`config.mk`:
```
export PLATFORM = sky130hd
export DESIGN_NAME = tbp_port
export DESIGN_NICKNAME = d
export VERILOG_FILES = /design/src/logic/tbp_pkg.sv /design/src/logic/tbp_port.sv
export SDC_FILE = /design/constraint.sdc
export NUM_CORES = 1
export LEC_CHECK = 0
export ABC_AREA = 1
export BUFFER_PORTS_ARGS = -buffer_cell sky130_fd_sc_hd__buf_2
export CAP_MARGIN = 0
export CORE_ASPECT_RATIO = 1.5
export CORE_MARGIN = 2
export CORE_UTILIZATION = 46
export DETAILED_ROUTE_END_ITERATION = 12
export PLACE_DENSITY = 0.78
export SKIP_CTS_REPAIR_TIMING = 1
export SYNTH_ARGS = -nofsm -noshare
export SYNTH_HDL_FRONTEND = slang
export SYNTH_SLANG_ARGS = --single-unit
```
`constraint.sdc`:
```
create_clock -name clk -period 1.1 [get_ports clk]
set_input_delay 0.11 -clock clk [delete_from_list [all_inputs] [get_ports clk]]
set_output_delay 0.11 -clock clk [all_outputs]
set_load 0.005 [all_outputs]
```
`src/logic/tbp_pkg.sv`:
```
package tbp_pkg;
   localparam int          NPINS       = 3;
   localparam logic [7:0]  ADDR_DIR    = 8'h00;
   localparam logic [7:0]  ADDR_DATA   = 8'h01;
   localparam logic [7:0]  RSV_ONES    = 8'hF8;
   localparam logic [2:0]  DIR_RESET   = 3'h0;
   localparam logic [2:0]  DATA_RESET  = 3'h0;
   localparam int          PIN_CLK     = 2;
   localparam int          PIN_RX      = 1;
   localparam int          PIN_TX      = 0;
endpackage : tbp_pkg

```
`src/logic/tbp_port.sv`:
```
// Implementation choices: the address-and-strobe port and the address map.
`timescale 1ns/1ps
`default_nettype none
module tbp_port (
   input  wire logic       clk,                  // System clock, 200 MHz
   input  wire logic       nrst,                 // Synchronous reset, active low
   input  wire logic [7:0] addr,                 // Register address
   input  wire logic [7:0] wdata,                // Write data
   input  wire logic       wr,                   // Write strobe
   input  wire logic       rd,                   // Read strobe
   output logic      [7:0] rdata,                // Read data, cycle after rd
   input  wire logic       twowire_unit_enable,  // Two-wire unit on
   input  wire logic       clock_source_sel_hi,  // Serial clock source, high bit
   input  wire logic       clock_source_sel_lo,  // Serial clock source, low bit
   input  wire logic       sync_mode_sel,        // Clocked serial mode
   input  wire logic       receiver_enable,      // Serial receiver on
   input  wire logic       transmitter_enable,   // Serial transmitter on
   input  wire logic       sw_standby,           // Software standby
   input  wire logic       serial_clock_out,     // Clock from the serial unit
   input  wire logic       serial_transmit,      // Transmit data from the serial unit
   input  wire logic       twowire_clock_drv_low,// Two-wire unit pulls clock low
   output logic            serial_clock_in,      // Synchronised clock pin level
   output logic            serial_receive,       // Synchronised receive pin level
   output logic            twowire_clock_in,     // Synchronised bus clock level
   input  wire logic [2:0] pin_i,                // Pin levels
   output logic      [2:0] pin_o,                // Pin output values
   output logic      [2:0] pin_oe_n              // Pin output enables, low drives
);
   typedef struct packed {
      logic [2:0] dir;
      logic [2:0] data;
      logic [7:0] rdata;
      logic [2:0] s1;
      logic [2:0] s2;
      logic [2:0] s3;
      logic [2:0] lvl;
      logic [2:0] po;
      logic [2:0] poe_n;
   } tbp_state_t;

   tbp_state_t q;
   tbp_state_t d;
   logic [2:0] rd_val;
   logic       ser_ok;

   always_comb begin
      d         = q;
      ser_ok    = !sw_standby;
      d.s1      = pin_i;
      d.s2      = q.s1;
      d.s3      = q.s2;
      for (int i = 0; i < tbp_pkg::NPINS; i++) begin
         if (q.s2[i] == q.s3[i]) begin
            d.lvl[i] = q.s3[i];
         end
      end
      if (wr && addr == tbp_pkg::ADDR_DIR) begin
         d.dir = wdata[2:0];
      end
      if (wr && addr == tbp_pkg::ADDR_DATA) begin
         d.data = wdata[2:0];
      end
      for (int i = 0; i < tbp_pkg::NPINS; i++) begin
         rd_val[i] = q.dir[i] ? q.data[i] : q.lvl[i];
      end
      d.rdata = 8'h00;
      if (rd && addr == tbp_pkg::ADDR_DATA) begin
         d.rdata = tbp_pkg::RSV_ONES | {5'h00, rd_val};
      end else if (rd && addr == tbp_pkg::ADDR_DIR) begin
         d.rdata = tbp_pkg::RSV_ONES;                    // Write-only bits read as zero
      end
      // General I/O by default, then serial overrides
      for (int i = 0; i < tbp_pkg::NPINS; i++) begin
         d.po[i]    = q.data[i];
         d.poe_n[i] = !q.dir[i];
      end
      if (twowire_unit_enable) begin
         // Open drain: drive zero only while pulling low
         d.po[tbp_pkg::PIN_CLK]    = 1'h0;
         d.poe_n[tbp_pkg::PIN_CLK] = !twowire_clock_drv_low;
      end else if (ser_ok && clock_source_sel_hi) begin
         d.poe_n[tbp_pkg::PIN_CLK] = 1'h1;
      end else if (ser_ok && (clock_source_sel_lo || sync_mode_sel)) begin
         d.po[tbp_pkg::PIN_CLK]    = serial_clock_out;
         d.poe_n[tbp_pkg::PIN_CLK] = 1'h0;
      end                                                // Else general I/O
      if (ser_ok && receiver_enable) begin
         d.poe_n[tbp_pkg::PIN_RX] = 1'h1;
      end
      if (ser_ok && transmitter_enable) begin
         d.po[tbp_pkg::PIN_TX]    = serial_transmit;
         d.poe_n[tbp_pkg::PIN_TX] = 1'h0;
      end
      if (!nrst) begin
         d       = '0;
         d.dir   = tbp_pkg::DIR_RESET;
         d.data  = tbp_pkg::DATA_RESET;
         d.poe_n = 3'h7;
      end
   end

   always_ff @(posedge clk) begin
      q <= d;
   end

   assign rdata            = q.rdata;
   assign pin_o            = q.po;
   assign pin_oe_n         = q.poe_n;
   assign serial_clock_in  = q.lvl[tbp_pkg::PIN_CLK];
   assign twowire_clock_in = q.lvl[tbp_pkg::PIN_CLK];
   assign serial_receive   = q.lvl[tbp_pkg::PIN_RX];

   a_reset_inputs: assert property (@(posedge clk) !nrst |=> pin_oe_n == 3'h7)
      else $error("pins not inputs after reset");
   a_out_readback: assert property (@(posedge clk) disable iff (!nrst)
      rd && addr == tbp_pkg::ADDR_DATA && q.dir[0] |=> rdata[0] == $past(q.data[0]))
      else $error("output bit readback wrong");
   a_in_readback: assert property (@(posedge clk) disable iff (!nrst)
      rd && addr == tbp_pkg::ADDR_DATA && !q.dir[1] |=> rdata[1] == $past(q.lvl[1]))
      else $error("input bit readback wrong");
   a_rsv_ones: assert property (@(posedge clk) disable iff (!nrst)
      rd && addr == tbp_pkg::ADDR_DATA |=> rdata[7:3] == 5'h1F)
      else $error("reserved bits not ones");
   a_twowire_od: assert property (@(posedge clk) disable iff (!nrst)
      twowire_unit_enable |=> pin_o[2] == 1'h0)
      else $error("bus clock drove high");
   a_clk_input: assert property (@(posedge clk) disable iff (!nrst)
      !twowire_unit_enable && clock_source_sel_hi && !sw_standby |=> pin_oe_n[2])
      else $error("clock input pin driven");
   a_tx_drive: assert property (@(posedge clk) disable iff (!nrst)
      transmitter_enable && !sw_standby |=> !pin_oe_n[0] && pin_o[0] == $past(serial_transmit))
      else $error("transmit not driven");
   a_rx_input: assert property (@(posedge clk) disable iff (!nrst)
      receiver_enable && !sw_standby |=> pin_oe_n[1])
      else $error("receive pin driven");
   a_gpio_pin2: assert property (@(posedge clk) disable iff (!nrst)
      !twowire_unit_enable && !clock_source_sel_hi && !clock_source_sel_lo && !sync_mode_sel
      |=> pin_oe_n[2] == !$past(q.dir[2]))
      else $error("pin 2 general direction wrong");
   a_standby_gpio: assert property (@(posedge clk) disable iff (!nrst)
      sw_standby && !twowire_unit_enable |=> pin_oe_n[0] == !$past(q.dir[0]))
      else $error("standby pin not general");

   c_twowire: cover property (@(posedge clk) twowire_unit_enable && twowire_clock_drv_low);
   c_clk_out: cover property (@(posedge clk) !twowire_unit_enable && sync_mode_sel);
   c_readback: cover property (@(posedge clk) rd && addr == tbp_pkg::ADDR_DATA);
endmodule : tbp_port
`default_nettype wire

```
==> run_results.csv <==
group,metric,value,unit
clock_tree,cts_buffers,3,
route,avgViaCountPerCell,4.81,
pwr,power.density,1340,nW/um^2
synth,synth_seq_cells,28,
critical_path,cp_slowest_stage_delay,0.41,ns
clock_tree,clock_latency,0.33,ns
critical_path,r2r_start,"q[30]",
critical_path,path_cells,"buf_2",
pwr,design_power_total,0.00185,W
critical_path,startpoint_type,"flip-flop",
cells_and_area,final_cells,207,
global_route,grt_pass1_wl,3280,um
timing,max_slew_margin,0.806,
cells_and_area,finalInstanceArea,1390,sq um
pwr,p_sw,0.000377,W
timing,hold_viol_final,0,
synth,yosysMostFrequentCell,"nand2_1",
critical_path,endpoint_kind,"primary output",
cells_and_area,multi_input_area,402,sq um
critical_path,reg2reg_slack,0.33,ns
timing,tightest_slew,0.288,ns
pwr,ir_worst_vdd,988,uV
cells_and_area,drive_gt1_frac,0.322,
timing,setup_viol,0,
synth,netlist.area_leader.share,0.485,
route,drt_iter0_drc,24,
synth,yosys-top-cells-area,"dfxtp_1 48%, buf_4 9.7%, nand2_1 9.7%",
status,run_status,"finished clean",
critical_path,cp.depth,1,
timing,maxSlewViolCount,0,
critical_path,worstPathRequired,0.99,ns
pwr,internal_power,0.00148,W
synth,ys_seq_area_frac,0.485,
critical_path,r2r_cells,2,
critical_path,worstReg2RegEnd,"rdata[1]",
synth,synth_top_cell_by_area,"dfxtp_1",
run,drv_cap,0,
global_route,grt_use_total,0.146,
critical_path,cp_num_buf_inv,1,
timing,post-route-period-util,0.890,
pwr,p_clk_frac,0.357,
die,core.rowCount,22,
pwr,comb_power_share,0.081,
pwr,p_leak,0.710,nW
cells_and_area,fillCellCount,232,
placed_design,gp_congestion,0.762,
timing,fmax,1.02,GHz
placed_design,postPlaceCellArea,1290,sq um
cells_and_area,insertedDiodeCount,0,
critical_path,cp_top_family,"flip-flops",
global_route,grt_pass1_vias,883,
synth,synth_ff_type,"dfxtp_1",
clock_tree,clock_path_buffers,2,
die,die_y,65.4,um
clock_tree,cts_sinks,28,
route,drc_errors,0,
placed_design,dp_hpwl,1670,um
global_route,overflow,0,
clock_tree,path_clk_slew,0.15,ns
die,die_w,44.9,um
route,vias,995,
synth,async_reset_ff_frac,0,
synth,ys_warn_count,0,
pwr,seq_power_share,0.562,
pwr,p_sw_frac,0.203,
route,drt_wl_total,2140,um
synth,syn_inst,147,
critical_path,startpoint,"serial_clock_in",
die,initial_utilization,0.477,
critical_path,cp_max_fo,5,
synth,synth_cell_types,19,
cells_and_area,area.growth.synth_to_final,20.0,%
clock_tree,htree_levels,1,
critical_path,cp_slowest_cell,"dfxtp_1",
critical_path,critPathCapture,"serial_clock_in",
global_route,antenna_found_initial,0,
placed_design,place.port_buffers,44,
route,antenna_left,0,
synth,synth_edf_count,0,
synth,synth.cells.most_frequent,"30 x nand2_1, 28 x dfxtp_1, 18 x inv_1, 17 x nor2_1, 15 x buf_4",
synth,syn-num-nets,180,
timing,rsz0062_at_grt,"false",
critical_path,path_class,"reg -> out",
cells_and_area,fin_nets,217,
die,die_area,2940,sq um
die,core,2420,sq um
critical_path,critPathArrivalTime,0.87,ns
route,drtPass1Iterations,4,
timing,fin_tns_setup,0,ns
timing,fin_crit,0.979,ns
cells_and_area,final_core_util,0.573,
synth,syn_avg_cell_area,7.86,sq um
placed_design,placed_cells,199,
min_path,hold_path.class,"in -> reg",
timing,fin_worst_skew,0.00576,ns
die,ios,50,
global_route,grt_max_degree,24,
cells_and_area,register_area,561,sq um
route,wire_per_inst,10.4,um
clock_tree,tritoncts,"done",
synth,syn_area,1160,sq um
clock_tree,root_buffer,"clkbuf_4",
-- sequential cells by signal (all words and copies together) (netlist names) --
register / flops
pin_o: 3
pin_oe_n: 3
q: 16
rdata: 4
serial_clock_in: 1
serial_receive: 1
-- per-layer routing --
metal,part of all wire,track usage
met1,0.36,0.135
met3,0.044,0.0165
met5,0,0
met4,0.025,0.0846
met2,0.57,0.284
-- layout make-up --
cell class	instances	share of cell area
clock buffers	3	0.0162
clock inverters	1	0.0216
inverters	18	0.0487
multi-input cells	83	0.289
flip-flops and latches	28	0.404
well taps	24	0.0216
repair buffers	50	0.198
-- how the worst min path moves through the flow --
stage | startpoint | endpoint | slack (ns) | cells after the start
final | serial_clock_out | pin_o[2] | 0.001 | 3
after global routing | serial_transmit | pin_o[0] | 0.004 | 3
after CTS | pin_i[0] | q[15] | -0.07 | 3
after detailed placement | pin_i[1] | q[16] | 0.30 | 3
after global placement | pin_i[0] | q[15] | 0.29 | 3
after floorplan | pin_i[0] | q[15] | 0.21 | 2
-- power groups by stage --
stage / sequential [W] / combinational, W / clock, W
3_5_place_dp: 0.00106 / 0.000139 / 0
3_3_place_gp: 0.00106 / 0.000133 / 0
6_report: 0.00104 / 0.000150 / 0.000663
4_1_cts: 0.00104 / 0.000140 / 0.000690
5_1_grt: 0.00104 / 0.000167 / 0.000719
2_1_floorplan: 0.00106 / 0.0000713 / 0
-- tightest hold or removal path, cell delays in order --
cell    delay [ns]
buf_2         0.08
nor3_1        0.04
nor2_1        0.08
-- metrics by stage --
stage / hold WS [ns] / setup slack (ns)
6_report: 0.00132 / 0.121
5_1_grt: 0.00439 / 0.0550
4_1_cts: -0.0670 / 0.0931
3_5_place_dp: 0.296 / 0.0908
3_3_place_gp: 0.291 / 0.145
2_1_floorplan: 0.208 / 0.317
-- logic make-up (layout without fill, tap and decap cells) --
family                 after synthesis  count (layout)  synth area share
and+or+nand+nor                     64              64             0.253
buffers and inverters               36              72             0.168
AOI/OAI and AO/OA                   18              18            0.0855
DFF                                 28              28             0.485
muxes                                1               1           0.00866
-- cells in the final DEF, fill, tap and decap left out, drive strengths merged, types with 3 or more instances in the layout --
| master | n |
|---|---|
| a21oi | 12 |
| buf | 46 |
| clkbuf | 3 |
| dfxtp | 28 |
| dlygate4sd3 | 4 |
| inv | 18 |
| nand2 | 31 |
| nand3 | 9 |
| nor2 | 22 |
| o21ai | 5 |
Note: power is estimated with default switching activity, not from simulation.
